File: config.mk
export PLATFORM = sky130hd
export DESIGN_NAME = hbgfs_supervisor
export DESIGN_NICKNAME = d
export VERILOG_FILES = /design/src/include/hbgfs_pkg.sv /design/src/hdl/hbgfs_supervisor.sv
export SDC_FILE = /design/constraint.sdc
export NUM_CORES = 1
export LEC_CHECK = 0
export ABC_AREA = 1
export BUFFER_PORTS_ARGS = -buffer_cell sky130_fd_sc_hd__buf_4
export CORE_MARGIN = 4
export CORE_UTILIZATION = 50
export DETAILED_ROUTE_END_ITERATION = 8
export GPL_TIMING_DRIVEN = 0
export PLACE_DENSITY_LB_ADDON = 0.08
export SLEW_MARGIN = 15
export SYNTH_ARGS = -nofsm -noshare
export SYNTH_HDL_FRONTEND = slang
export SYNTH_SLANG_ARGS = --single-unit
File: constraint.sdc
create_clock -name core_clk_i -period 4.55 [get_ports core_clk_i]
set_input_delay 1.365 -clock core_clk_i [delete_from_list [all_inputs] [get_ports core_clk_i]]
set_output_delay 1.365 -clock core_clk_i [all_outputs]
set_load 0.05 [all_outputs]
File: src/include/hbgfs_pkg.sv
// Constants, enumerations and carrier types of the H-bridge gate fault supervisor.
// Assumes a single 25 MHz core clock and analog comparators that deliver levels.
//
// What this block does
// - Grounded strap selects 6/12.5 mA, high-side monitoring.
// - Floating strap selects 100/200 mA, high-side monitoring.
// - Strap to regulator: 25/50 mA, high-side monitoring off.
// - Resistor straps select 12.5, 25, 150 mA levels.
// - Dead time before opposite FET of a leg.
// - Control inputs are deglitched before use.
// - Overcurrent needs drain-source trip for deglitch time.
// - Overcurrent turns bridge off, fault low, retry later.
// - Fault released after retry; repeats while overcurrent persists.
// - Sense input over threshold also trips overcurrent.
// - Supply undervoltage stops bridge, pump, analog regulator.
// - Pump undervoltage stops bridge until rail recovers.
// - Sleep stops both regulators; supply undervoltage and overtemperature stop analog.
package hbgfs_pkg;

  // ----------------------------------------------------------------
  // Timing
  // ----------------------------------------------------------------
  localparam int unsigned CLK_MHZ = 25;
  localparam int unsigned DEAD_NS = 150;
  localparam int unsigned DEAD_CYC = (DEAD_NS * CLK_MHZ + 999) / 1000;
  localparam int unsigned DGL_NS = 200;
  localparam int unsigned DGL_CYC = (DGL_NS * CLK_MHZ + 999) / 1000;
  localparam int unsigned OCP_NS = 4000;
  localparam int unsigned OCP_CYC = (OCP_NS * CLK_MHZ + 999) / 1000;
  localparam int unsigned RETRY_NS = 4000000;
  localparam int unsigned RETRY_CYC = RETRY_NS * CLK_MHZ / 1000;
  localparam int unsigned DEAD_W = 3;
  localparam int unsigned DGL_W = 4;
  localparam int unsigned OCP_W = 8;
  localparam int unsigned RETRY_W = 20;

  // ----------------------------------------------------------------
  // Register map
  // ----------------------------------------------------------------
  localparam logic [11:0] ADDR_STATUS = 12'h000;
  localparam logic [11:0] ADDR_MASK = 12'h004;
  localparam logic [11:0] ADDR_STATE = 12'h008;
  localparam logic [11:0] ADDR_CTRL = 12'h00c;
  localparam int unsigned EVT_W = 4;
  localparam int unsigned EVT_OCP = 0;
  localparam int unsigned EVT_SUPPLY_UNDERVOLTAGE_LOCKOUT = 1;
  localparam int unsigned EVT_PUMP_UNDERVOLTAGE = 2;
  localparam int unsigned EVT_TSD = 3;
  localparam int unsigned CTRL_BDIS = 0;
  localparam logic [EVT_W-1:0] MASK_RST = 4'h0;
  localparam logic CTRL_BDIS_RST = 1'b0;

  // ----------------------------------------------------------------
  // Types
  // ----------------------------------------------------------------
  typedef enum logic [2:0] {
    STRAP_GND = 3'h0,
    STRAP_33K = 3'h1,
    STRAP_200K = 3'h2,
    STRAP_OPEN = 3'h3,
    STRAP_68K = 3'h4,
    STRAP_AREG = 3'h5
  } hbgfs_strap_t;

  typedef enum logic [2:0] {
    LVL_6MA = 3'h0,
    LVL_12MA5 = 3'h1,
    LVL_25MA = 3'h2,
    LVL_100MA = 3'h3,
    LVL_150MA = 3'h4
  } hbgfs_level_t;

  typedef enum logic [2:0] {
    SUP_RUN = 3'b001,
    SUP_RETRY = 3'b010,
    SUP_HOLD = 3'b100
  } hbgfs_sup_t;

  typedef struct packed {
    logic sleep_request_n;
    logic in1;
    logic in2;
    logic [3:0] vds_over;
    logic sense_positive_over;
    logic supply_uv;
    logic pump_uv;
    logic overtemp;
    hbgfs_strap_t drive_strength_strap;
  } hbgfs_pins_t;

  typedef struct packed {
    logic [1:0] high_side_gate;
    logic [1:0] low_side_gate;
  } hbgfs_gates_t;

endpackage : hbgfs_pkg

File: src/hdl/hbgfs_supervisor.sv
// H-bridge gate drive control and fault supervisor with APB registers.
// Assumes pins arrive asynchronously and APB shares core_clk_i.
`timescale 1ns/1ps
module hbgfs_supervisor import hbgfs_pkg::*; #(
  parameter int unsigned RETRY_CYCLES = RETRY_CYC,
  parameter int unsigned OCP_CYCLES = OCP_CYC
) (
  // Clock and reset
  input wire logic core_clk_i,
  input wire logic rst_i,
  // Pins and comparators
  input wire hbgfs_pins_t pins_i,
  // Bridge and supplies
  output hbgfs_gates_t gates_o,
  output logic fault_out_n_o,
  output logic pump_en_o,
  output logic analog_reg_en_o,
  output logic digital_reg_en_o,
  output hbgfs_level_t drive_level_o,
  output logic hs_ocp_monitor_o,
  output logic irq_o,
  // APB
  input wire logic psel_i,
  input wire logic penable_i,
  input wire logic pwrite_i,
  input wire logic [11:0] paddr_i,
  input wire logic [31:0] pwdata_i,
  output logic [31:0] prdata_o,
  output logic pready_o,
  output logic pslverr_o
);

  // ----------------------------------------------------------------
  // Parameter checks
  // ----------------------------------------------------------------
  if (RETRY_CYCLES < 2 || RETRY_CYCLES >= (1 << RETRY_W)) begin : g_bad_retry
    $error("RETRY_CYCLES out of range");
  end
  if (OCP_CYCLES < 1 || OCP_CYCLES >= (1 << OCP_W)) begin : g_bad_ocp
    $error("OCP_CYCLES out of range");
  end
  if (DEAD_CYC < 2 || DEAD_CYC >= (1 << DEAD_W)) begin : g_bad_dead
    $error("DEAD_CYC out of range");
  end

  // ----------------------------------------------------------------
  // State
  // ----------------------------------------------------------------
  typedef struct packed {
    hbgfs_pins_t s1;
    hbgfs_pins_t s2;
    logic [2:0] flt;
    logic [2:0][DGL_W-1:0] dgl_cnt;
    logic [2:0] hold_prev;
    logic [1:0] boot;
    logic strap_ok;
    hbgfs_level_t level;
    logic hs_mon;
    hbgfs_gates_t gates;
    logic [1:0][DEAD_W-1:0] dead;
    hbgfs_sup_t sup;
    logic [OCP_W-1:0] ocp_cnt;
    logic [RETRY_W-1:0] retry_cnt;
    logic [EVT_W-1:0] status;
    logic [EVT_W-1:0] mask;
    logic bdis;
    logic fault_n;
    logic pump_en;
    logic areg_en;
    logic dreg_en;
    logic irq;
    logic pready;
    logic pslverr;
    logic [31:0] prdata;
  } hbgfs_state_t;

  localparam hbgfs_state_t ST_RST = '{
    s1: '0, s2: '0, flt: 3'h0, dgl_cnt: '0, hold_prev: 3'h0, boot: 2'h0,
    strap_ok: 1'b0, level: LVL_6MA, hs_mon: 1'b0, gates: '0, dead: '0,
    sup: SUP_RUN, ocp_cnt: '0, retry_cnt: '0, status: '0, mask: MASK_RST,
    bdis: CTRL_BDIS_RST, fault_n: 1'b1, pump_en: 1'b0, areg_en: 1'b0,
    dreg_en: 1'b0, irq: 1'b0, pready: 1'b0, pslverr: 1'b0, prdata: 32'h0
  };

  hbgfs_state_t st;
  hbgfs_state_t nxt;
  logic [2:0] raw;
  logic sleep;
  logic hold;
  logic [3:0] mon;
  logic ocp_raw;
  logic ocp_trip;
  logic allow;
  logic [1:0] want_hs;
  logic [1:0] want_ls;
  logic [EVT_W-1:0] evt;
  logic [EVT_W-1:0] clr;

  // ----------------------------------------------------------------
  // Next state
  // ----------------------------------------------------------------
  always_comb begin
    nxt = st;
    raw = {st.s2.sleep_request_n, st.s2.in1, st.s2.in2};
    sleep = ~st.flt[2];
    hold = st.s2.supply_uv | st.s2.pump_uv | st.s2.overtemp;
    ocp_trip = 1'b0;
    clr = '0;
    nxt.s1 = pins_i;
    nxt.s2 = st.s1;

    // Input filter: a new level is taken only after it holds steady.
    for (int i = 0; i < 3; i++) begin
      if (raw[i] == st.flt[i]) begin
        nxt.dgl_cnt[i] = '0;
      end else if (st.dgl_cnt[i] == DGL_W'(DGL_CYC - 1)) begin
        nxt.flt[i] = raw[i];
        nxt.dgl_cnt[i] = '0;
      end else begin
        nxt.dgl_cnt[i] = st.dgl_cnt[i] + 1'b1;
      end
    end

    // Strap capture once the pin synchroniser holds a valid level.
    if (!st.strap_ok) begin
      if (st.boot == 2'h2) begin
        nxt.strap_ok = 1'b1;
        nxt.hs_mon = 1'b1;
        unique case (st.s2.drive_strength_strap)
          STRAP_GND: nxt.level = LVL_6MA;
          STRAP_33K: nxt.level = LVL_12MA5;
          STRAP_200K: nxt.level = LVL_25MA;
          STRAP_OPEN: nxt.level = LVL_100MA;
          STRAP_68K: nxt.level = LVL_150MA;
          STRAP_AREG: begin
            nxt.level = LVL_25MA;
            nxt.hs_mon = 1'b0;
          end
          default: nxt.level = LVL_100MA;
        endcase
      end else begin
        nxt.boot = st.boot + 2'h1;
      end
    end

    // Overcurrent sources: drain-source only on conducting FETs.
    mon = {st.gates.low_side_gate[1] & st.s2.vds_over[3],
           st.gates.high_side_gate[1] & st.s2.vds_over[2] & st.hs_mon,
           st.gates.low_side_gate[0] & st.s2.vds_over[1],
           st.gates.high_side_gate[0] & st.s2.vds_over[0] & st.hs_mon};
    ocp_raw = (|mon) | st.s2.sense_positive_over;

    // Supervisor.
    unique case (st.sup)
      SUP_RUN: begin
        nxt.retry_cnt = '0;
        if (hold) begin
          nxt.sup = SUP_HOLD;
          nxt.ocp_cnt = '0;
        end else if (!ocp_raw) begin
          nxt.ocp_cnt = '0;
        end else if (st.ocp_cnt == OCP_W'(OCP_CYCLES - 1)) begin
          ocp_trip = 1'b1;
          nxt.sup = SUP_RETRY;
          nxt.ocp_cnt = '0;
        end else begin
          nxt.ocp_cnt = st.ocp_cnt + 1'b1;
        end
      end
      SUP_RETRY: begin
        if (hold) begin
          nxt.sup = SUP_HOLD;
          nxt.retry_cnt = '0;
        end else if (st.retry_cnt == RETRY_W'(RETRY_CYCLES - 1)) begin
          nxt.sup = SUP_RUN;
          nxt.retry_cnt = '0;
        end else begin
          nxt.retry_cnt = st.retry_cnt + 1'b1;
        end
      end
      SUP_HOLD: begin
        if (!hold) begin
          nxt.sup = SUP_RUN;
        end
      end
      default: nxt.sup = SUP_HOLD;
    endcase
    nxt.fault_n = ~(hold | (nxt.sup != SUP_RUN));

    // Leg drive with dead time on every turn-off.
    allow = (nxt.sup == SUP_RUN) & ~hold & ~sleep & ~st.bdis & st.strap_ok;
    want_hs[0] = allow & st.flt[1] & ~st.flt[0];
    want_ls[0] = allow & st.flt[0];
    want_hs[1] = allow & st.flt[0] & ~st.flt[1];
    want_ls[1] = allow & st.flt[1];
    for (int l = 0; l < 2; l++) begin
      if ((st.gates.high_side_gate[l] & ~want_hs[l]) |
          (st.gates.low_side_gate[l] & ~want_ls[l])) begin
        nxt.gates.high_side_gate[l] = 1'b0;
        nxt.gates.low_side_gate[l] = 1'b0;
        nxt.dead[l] = DEAD_W'(DEAD_CYC - 1);
      end else if (st.dead[l] != '0) begin
        nxt.dead[l] = st.dead[l] - 1'b1;
      end else begin
        nxt.gates.high_side_gate[l] = want_hs[l];
        nxt.gates.low_side_gate[l] = want_ls[l];
      end
    end

    // Supply enables.
    nxt.pump_en = ~sleep & ~st.s2.supply_uv & ~st.s2.overtemp;
    nxt.areg_en = ~sleep & ~st.s2.supply_uv & ~st.s2.overtemp;
    nxt.dreg_en = ~sleep;

    // Events.
    evt = '0;
    evt[EVT_OCP] = ocp_trip;
    evt[EVT_SUPPLY_UNDERVOLTAGE_LOCKOUT] = st.s2.supply_uv & ~st.hold_prev[0];
    evt[EVT_PUMP_UNDERVOLTAGE] = st.s2.pump_uv & ~st.hold_prev[1];
    evt[EVT_TSD] = st.s2.overtemp & ~st.hold_prev[2];
    nxt.hold_prev = {st.s2.overtemp, st.s2.pump_uv, st.s2.supply_uv};

    // APB: one wait state, effects at the completing edge.
    nxt.pready = 1'b0;
    nxt.pslverr = 1'b0;
    if (psel_i && penable_i && !st.pready) begin
      nxt.pready = 1'b1;
      nxt.prdata = 32'h0;
      unique case (paddr_i)
        ADDR_STATUS: nxt.prdata = {28'h0, st.status};
        ADDR_MASK: nxt.prdata = {28'h0, st.mask};
        ADDR_STATE: nxt.prdata = {19'h0, st.gates, st.sup, ~st.fault_n, sleep,
                                  st.hs_mon, st.level};
        ADDR_CTRL: nxt.prdata = {31'h0, st.bdis};
        default: nxt.pslverr = 1'b1;
      endcase
      if (pwrite_i) begin
        nxt.prdata = 32'h0;
      end
    end
    if (psel_i && penable_i && st.pready && !st.pslverr) begin
      if (pwrite_i) begin
        if (paddr_i == ADDR_MASK) begin
          nxt.mask = pwdata_i[EVT_W-1:0];
        end
        if (paddr_i == ADDR_CTRL) begin
          nxt.bdis = pwdata_i[CTRL_BDIS];
        end
      end else if (paddr_i == ADDR_STATUS) begin
        clr = st.prdata[EVT_W-1:0];
      end
    end
    nxt.status = (st.status & ~clr) | evt;
    nxt.irq = |(st.status & st.mask);
  end

  always_ff @(posedge core_clk_i or posedge rst_i) begin
    if (rst_i) begin
      st <= ST_RST;
    end else begin
      st <= nxt;
    end
  end

  // ----------------------------------------------------------------
  // Outputs
  // ----------------------------------------------------------------
  assign gates_o = st.gates;
  assign fault_out_n_o = st.fault_n;
  assign pump_en_o = st.pump_en;
  assign analog_reg_en_o = st.areg_en;
  assign digital_reg_en_o = st.dreg_en;
  assign drive_level_o = st.level;
  assign hs_ocp_monitor_o = st.hs_mon;
  assign irq_o = st.irq;
  assign prdata_o = st.prdata;
  assign pready_o = st.pready;
  assign pslverr_o = st.pslverr;

  // ----------------------------------------------------------------
  // Assertions
  // ----------------------------------------------------------------
  a_strap_ground: assert property (@(posedge core_clk_i) disable iff (rst_i)
    ($rose(st.strap_ok) && $past(st.s2.drive_strength_strap) == STRAP_GND)
    |-> (drive_level_o == LVL_6MA && hs_ocp_monitor_o))
    else $error("grounded strap decoded wrongly");

  a_strap_open: assert property (@(posedge core_clk_i) disable iff (rst_i)
    ($rose(st.strap_ok) && $past(st.s2.drive_strength_strap) == STRAP_OPEN)
    |-> (drive_level_o == LVL_100MA && hs_ocp_monitor_o))
    else $error("open strap decoded wrongly");

  a_strap_areg: assert property (@(posedge core_clk_i) disable iff (rst_i)
    ($rose(st.strap_ok) && $past(st.s2.drive_strength_strap) == STRAP_AREG)
    |-> (drive_level_o == LVL_25MA && !hs_ocp_monitor_o))
    else $error("regulator strap decoded wrongly");

  a_strap_resistor: assert property (@(posedge core_clk_i) disable iff (rst_i)
    ($rose(st.strap_ok) && $past(st.s2.drive_strength_strap) == STRAP_68K)
    |-> (drive_level_o == LVL_150MA && hs_ocp_monitor_o))
    else $error("resistor strap decoded wrongly");

  a_leg_deadtime: assert property (@(posedge core_clk_i) disable iff (rst_i)
    $fell(gates_o.high_side_gate[0]) |-> !gates_o.low_side_gate[0] [*4])
    else $error("low side on inside dead time");

  a_leg_exclusive: assert property (@(posedge core_clk_i) disable iff (rst_i)
    !(|(gates_o.high_side_gate & gates_o.low_side_gate)))
    else $error("both FETs of a leg on");

  a_input_glitch: assert property (@(posedge core_clk_i) disable iff (rst_i)
    $changed(st.flt[1]) |-> $past(st.dgl_cnt[1]) == DGL_W'(DGL_CYC - 1))
    else $error("input taken before filter time");

  a_ocp_deglitch: assert property (@(posedge core_clk_i) disable iff (rst_i)
    $rose(st.sup == SUP_RETRY) |-> $past(st.ocp_cnt) == OCP_W'(OCP_CYCLES - 1))
    else $error("overcurrent declared early");

  a_fault_gates: assert property (@(posedge core_clk_i) disable iff (rst_i)
    (st.sup != SUP_RUN) |-> (gates_o == '0 && !fault_out_n_o))
    else $error("bridge on or fault high during fault");

  a_retry_release: assert property (@(posedge core_clk_i) disable iff (rst_i)
    (st.sup == SUP_RETRY && st.retry_cnt == RETRY_W'(RETRY_CYCLES - 1) && !hold)
    |=> (st.sup == SUP_RUN && fault_out_n_o))
    else $error("fault not released after retry");

  a_sense_path: assert property (@(posedge core_clk_i) disable iff (rst_i)
    (st.sup == SUP_RUN && !hold && st.s2.sense_positive_over)
    |=> (st.ocp_cnt != '0 || st.sup != SUP_RUN))
    else $error("sense overcurrent not counted");

  a_supply_undervoltage_lockout_shut: assert property (@(posedge core_clk_i) disable iff (rst_i)
    st.s2.supply_uv |=> (!pump_en_o && !analog_reg_en_o && !fault_out_n_o && gates_o == '0))
    else $error("undervoltage response missing");

  a_pump_undervoltage_hold: assert property (@(posedge core_clk_i) disable iff (rst_i)
    st.s2.pump_uv |=> (gates_o == '0 && !fault_out_n_o))
    else $error("pump undervoltage response missing");

  a_sleep_regs: assert property (@(posedge core_clk_i) disable iff (rst_i)
    !st.flt[2] |=> (!digital_reg_en_o && !analog_reg_en_o && gates_o == '0))
    else $error("regulators on in sleep");

endmodule : hbgfs_supervisor

== Word level (Yosys, flattened, before mapping) ==
Cells that the tools add are included.
Word-level totals
  output and inout port bits: 47
  memory bits (read-only): 0
  latch bits: 0
  word-level logic and storage cells: 202
  memories: 0
  register bits after elaboration: 141
  memory bits (writable): 0
  input bits: 63
Cells by class
  divide/modulo/power cells: 0
  bitwise gates (word level): 54
  muxes and demuxes: 45
  reductions and logical operators: 24
  magnitude comparators: 0
  add/subtract/negate cells: 8
  shifts and indexed selects: 0
  multiply operators: 0
  equality and inequality tests: 23
Operator list (count)
  one-hot mux 13 bit (4 select lines): 1
  2-to-1 mux 20 bit: 2
  one-hot mux 20 bit (2 select lines): 1
  2-to-1 mux 4 bit: 9
  2-to-1 mux 34 bit: 1
  2-to-1 mux 32 bit: 1
  2-to-1 mux 3 bit: 9
  == test 12 x 4 -> 1 bit, second input constant: 2
  bitwise AND 1 bit: 23
  NOT 1 bit: 21
  adder 20 x 1 -> 20 bit, second input constant: 1
  == test 20 x 17 -> 1 bit, second input constant: 1
  2-to-1 mux 8 bit: 2
  2-to-1 mux 1 bit: 14
  adder 4 x 1 -> 4 bit, second input constant: 3
  == test 12 x 3 -> 1 bit, second input constant: 1
  == test 4 x 3 -> 1 bit, second input constant: 3
  logical NOT 12 bit: 1
  one-hot mux 3 bit (4 select lines): 1
  OR reduction 4 bit: 3
  2-to-1 mux 11 bit: 1
  2-to-1 mux 5 bit: 2
  AND reduction 2 bit: 5
  == test 3 x 1 -> 1 bit, second input constant: 3
  other kinds (22): 43

== Depth between registers and ports, before layout ==
  depth after elaboration: 18
  depth in mapped cells: 12
  mapped depth without buffers: 12

== Worst setup path before layout ==
Ideal clock, no wire load.
  path kind: in2reg
  from: input port paddr_i[1]
  to: register st[41] in the netlist's numbering
  arrival time: 2.389 ns
  stages: 4
  path slack: 2.036 ns
  cell sequence: or2_1 > nor4_2 > nand2_1 > mux2_2
On the way
  cells in the longest elaborated chain, start to end: 2
Ends and longest elaborated chain
  start, declared: RTL line hbgfs_supervisor.sv:26  | input wire logic [11:0] paddr_i,
  == test 12 x 3 -> 1 bit: RTL line hbgfs_supervisor.sv:243  | if (paddr_i == ADDR_MASK) begin
  AND reduction 3 bit (no source line)
  end signal, assigned: RTL line hbgfs_supervisor.sv:261  | st <= nxt;
  end, declared: RTL line hbgfs_supervisor.sv:85  | hbgfs_state_t st;
Every way passes these cells.
A chain may end at the register's enable or synchronous reset.

== Worst setup path after layout ==
  from: register st (netlist bit gates_o[0])
  to: output port gates_o[0] in the netlist's numbering
RTL lines
  end, declared: RTL line hbgfs_supervisor.sv:14  | output hbgfs_gates_t gates_o,
No word-level cell between the ends.

==> flow_results.xml <==
<?xml version="1.0" encoding="UTF-8"?>
<metrics>
  <group name="yosys">
    <metric name="synth_area" unit="um^2">5710</metric>
    <metric name="mean_instance_size_in_the_synthesized_netlist" unit="um^2">9.26</metric>
    <metric name="post_synth_mux_area_share" unit="%">0.591</metric>
    <metric name="synth_cell_types" unit="">45</metric>
    <metric name="synth.yosys.seq_area_share" unit="%">53.5</metric>
    <metric name="synth-xor-area-share" unit="%">3.07</metric>
    <metric name="synth_top_family_by_area" unit="">simple AND/OR/NAND/NOR gates</metric>
    <metric name="yosys_register_bits" unit="">122</metric>
    <metric name="async_flop_share" unit="%">100</metric>
    <metric name="number_of_enable_flip_flop_cells_after_synthesis" unit="">0</metric>
    <metric name="number_of_warnings_printed_during_yosys_synthesis" unit="">0</metric>
    <metric name="synth_ff_type" unit="">sky130_fd_sc_hd__dfrtp_1</metric>
    <metric name="post_synth_inst_count" unit="">617</metric>
    <metric name="synth_simple_gate_area_share" unit="%">21.0</metric>
    <metric name="synth_fa_ha_area_share" unit="%">2.85</metric>
    <metric name="complex_gate_fraction_of_the_synthesized_area" unit="%">7.45</metric>
  </group>
  <group name="routing">
    <metric name="ant_nets" unit="">0</metric>
    <metric name="detailroute.via_count" unit="">4192</metric>
    <metric name="totalWireLength" unit="um">11100</metric>
    <metric name="vias_per_cell" unit="">4.80</metric>
    <metric name="drt_drc_violations_left" unit="">0</metric>
    <metric name="initialDrtViolationCount" unit="">199</metric>
    <metric name="drt_first_pass_iters" unit="">4</metric>
    <metric name="route.detailed.wl_per_inst" unit="um">12.7</metric>
  </group>
  <group name="sta">
    <metric name="report.final.slew_viol_count" unit="">0</metric>
    <metric name="layout_worst_path_cycle_share" unit="%">56.3</metric>
    <metric name="report.final.hold_viol_count" unit="">0</metric>
    <metric name="setup_repair_after_global_routing_missed_its_margin" unit="">no</metric>
    <metric name="max_freq" unit="GHz">0.391</metric>
    <metric name="slew_headroom" unit="%">64.4</metric>
    <metric name="max_clock_skew" unit="ns">0.00772</metric>
    <metric name="setup_total_negative_slack" unit="ns">0</metric>
    <metric name="layout_min_cycle_time" unit="ns">2.56</metric>
    <metric name="timing_worst_slew_pin_value" unit="ns">0.530</metric>
    <metric name="worst_slack" unit="ns">1.99</metric>
    <metric name="report.final.setup_viol" unit="">0</metric>
  </group>
  <group name="clocking">
    <metric name="clock_tree_from_tritoncts" unit="">built</metric>
    <metric name="cts_resized" unit="">0</metric>
    <metric name="post_cts_buffers" unit="">0</metric>
    <metric name="cts-hold-fix-buffers" unit="">0</metric>
    <metric name="insertion_delay" unit="ns">0.42</metric>
    <metric name="clkSlewWorstSetupHoldPaths" unit="ns">0.05</metric>
    <metric name="cts_root_buf" unit="">sky130_fd_sc_hd__clkbuf_16</metric>
    <metric name="clkSinkCount" unit="">122</metric>
    <metric name="cts-root-to-sink-buffers" unit="">2</metric>
    <metric name="cts-htree-levels" unit="">4</metric>
    <metric name="tritoncts.num_buffers" unit="">17</metric>
  </group>
  <group name="grt">
    <metric name="grt_util_all_layers" unit="%">18.2</metric>
    <metric name="grt_antenna_before_repair" unit="">0</metric>
    <metric name="first_global_vias" unit="">4202</metric>
    <metric name="grt_pass1_wl" unit="um">18900</metric>
    <metric name="globalRoute.totalOverflow" unit="">0</metric>
    <metric name="grt_start_max_net_pins" unit="">34</metric>
  </group>
  <group name="status">
    <metric name="status" unit="">finished, final reports clean</metric>
  </group>
  <group name="critical_path">
    <metric name="cp_class" unit="">reg2out</metric>
    <metric name="top_fanout_value_on_the_critical_path" unit="">5</metric>
    <metric name="required" unit="ns">3.18</metric>
    <metric name="crit_path_start_kind" unit="">register</metric>
    <metric name="cp_data_arrival_time" unit="ns">1.20</metric>
    <metric name="ff2ff_path_depth" unit="">9</metric>
    <metric name="crit_path_end_kind" unit="">primary output</metric>
  </group>
  <group name="power_and_ir_drop">
    <metric name="power.static_leakage" unit="nW">3.61</metric>
    <metric name="clockPowerShare" unit="%">43.0</metric>
    <metric name="power.share.combinational" unit="%">15.6</metric>
    <metric name="p_per_area" unit="nW/um^2">430</metric>
    <metric name="switching_fraction" unit="%">27.0</metric>
    <metric name="p_int" unit="W">0.00223</metric>
    <metric name="vdd_ir_drop_max" unit="uV">303</metric>
    <metric name="power_frac_seq" unit="%">41.4</metric>
    <metric name="netSwitchingPower" unit="W">0.000824</metric>
  </group>
  <group name="run">
    <metric name="maxCapViolCount" unit="">0</metric>
  </group>
  <group name="finish">
    <metric name="post_route_cells_drive_above_1_share" unit="%">23.5</metric>
    <metric name="area.growth.synth_to_final" unit="%">24.2</metric>
    <metric name="layout.nets" unit="">796</metric>
    <metric name="postLayoutCoreUtil" unit="%">64.3</metric>
    <metric name="mostFrequentLayoutCell" unit="">sky130_fd_sc_hd__dfrtp_1</metric>
    <metric name="antenna_cells_inserted" unit="">0</metric>
    <metric name="commonest_cells_after_routing_fill_and_taps_aside" unit="">sky130_fd_sc_hd__dfrtp_1, sky130_fd_sc_hd__buf_4, sky130_fd_sc_hd__nand2_1</metric>
  </group>
  <group name="placed_design">
    <metric name="gp_routability_congestion" unit="">0.908</metric>
    <metric name="preCtsSetupSlack" unit="ns">1.73</metric>
    <metric name="buffer_ports.inserted" unit="">62</metric>
    <metric name="place.detailed.hpwl" unit="um">8400</metric>
  </group>
  <group name="min_path">
    <metric name="worst_hold_path.num_cells" unit="">0</metric>
    <metric name="hold_path_class" unit="">reg2reg</metric>
  </group>
  <group name="floorplan">
    <metric name="core-area" unit="um^2">11000</metric>
    <metric name="die_area" unit="um^2">13200</metric>
    <metric name="floorplan.die.width" unit="um">115</metric>
    <metric name="initial_core_util" unit="%">51.8</metric>
    <metric name="floorplan.rows" unit="">38</metric>
    <metric name="num_ports" unit="">110</metric>
    <metric name="dieHeight" unit="um">115</metric>
  </group>
</metrics>
layer usage:
metal / track usage [%] / routed length [um] / share of wire (%) / up-vias
met5: 0 / 0 / 0 / -
met4: 8.22 / 229 / 2.1 / 0
met3: 5.89 / 731 / 6.6 / 22
met2: 29.5 / 5280 / 47 / 106
met1: 22.3 / 4880 / 44 / 1941
li1: - / - / - / 2123
worst paths after layout:
path	end	slack, ns	from
worst max-delay path	gates_o[0]	1.99	gates_o[0]$_DFFE_PP0P_
worst min-delay path	st[116]$_DFF_PP0_	0.34	nxt[116]$_DFF_PP0_
worst max register to register	st[66]$_DFFE_PP0P_	2.67	st[48]$_DFFE_PP0P_
worst min register to register	st[116]$_DFF_PP0_	0.34	nxt[116]$_DFF_PP0_
max in group asynchronous	st[76]$_DFF_PP1_	2.65	rst_i
min in group asynchronous	nxt[127]$_DFF_PP0_	0.97	rst_i
layout make-up:
class                           instances  area [um^2]
Sequential cell                       122         3060
Clock inverter                          7         90.1
Fill cell                             926         3930
Multi-Input combinational cell        380         2070
Tap cell                              140          175
Inverter                               90          344
Clock buffer                           25          495
Buffer                                 43          315
Timing Repair Buffer                   66          553
power by group through the flow:
stage,Combinational [W],Clock [W],Sequential (W)
after CTS,0.000483,0.00133,0.00127
after detailed placement,0.000476,0,0.00128
final,0.000475,0.00131,0.00127
after global routing,0.000542,0.00139,0.00128
after floorplan,0.000334,0,0.00129
after global placement,0.000443,0,0.00128
Yosys cell counts, types with 2 or more instances:
cell,instances,area (um^2)
sky130_fd_sc_hd__a211oi_1,2,15.0
sky130_fd_sc_hd__a21oi_1,13,65.1
sky130_fd_sc_hd__a32oi_1,2,17.5
sky130_fd_sc_hd__buf_4,41,308
sky130_fd_sc_hd__clkbuf_1,2,7.51
sky130_fd_sc_hd__dfrtp_1,120,3000
sky130_fd_sc_hd__dfstp_2,2,52.6
sky130_fd_sc_hd__ha_1,13,163
sky130_fd_sc_hd__inv_1,89,334
sky130_fd_sc_hd__mux2_2,3,33.8
sky130_fd_sc_hd__nand2_1,102,383
sky130_fd_sc_hd__nand2_2,10,62.6
sky130_fd_sc_hd__nand3_1,28,140
sky130_fd_sc_hd__nand3_2,7,70.1
sky130_fd_sc_hd__nand3b_1,4,30.0
sky130_fd_sc_hd__nand4_1,5,31.3
sky130_fd_sc_hd__nand4_2,3,37.5
sky130_fd_sc_hd__nor2_1,70,263
sky130_fd_sc_hd__nor2_2,2,12.5
sky130_fd_sc_hd__nor2_4,2,22.5
sky130_fd_sc_hd__nor3_1,11,55.1
sky130_fd_sc_hd__nor3b_1,3,22.5
sky130_fd_sc_hd__o21ai_0,28,140
sky130_fd_sc_hd__o22ai_1,10,62.6
sky130_fd_sc_hd__o31ai_1,7,52.6
sky130_fd_sc_hd__xnor2_1,9,78.8
sky130_fd_sc_hd__xor2_1,11,96.3
critical path, stage by stage (launching register included):
cell and delay [ns]:
sky130_fd_sc_hd__dfrtp_1 0.44, sky130_fd_sc_hd__buf_4 0.16, sky130_fd_sc_hd__buf_4 0.18
per-stage QoR:
step                cell area (um^2)  power, W  hold WS, ns  cells
floorplan                       5780   0.00162        0.331    635
global placement                6420   0.00172        0.332    837
detailed placement              6510   0.00176        0.336    841
CTS                             7100   0.00308        0.347    873
global route                    7100   0.00321        0.352    873
finish                          7100   0.00305        0.344    873
flip-flops by register name (all words and copies together), names as in the netlist, 3 cells and up:
register       flops
nxt               18
drive_level_o      3
raw                3
gates_o            4
st                74
prdata_o          13
cell families (layout without fill, tap and decap cells):
logic type | count (synthesis) | in the layout
compound gates | 71 | 71
xor+xnor | 20 | 20
fa+ha+maj | 13 | 13
buf+inv | 133 | 231
flops | 122 | 122
mux | 3 | 3
other cells | 1 | 19
simple gates | 254 | 254
Power figures use the tool's default switching activity.
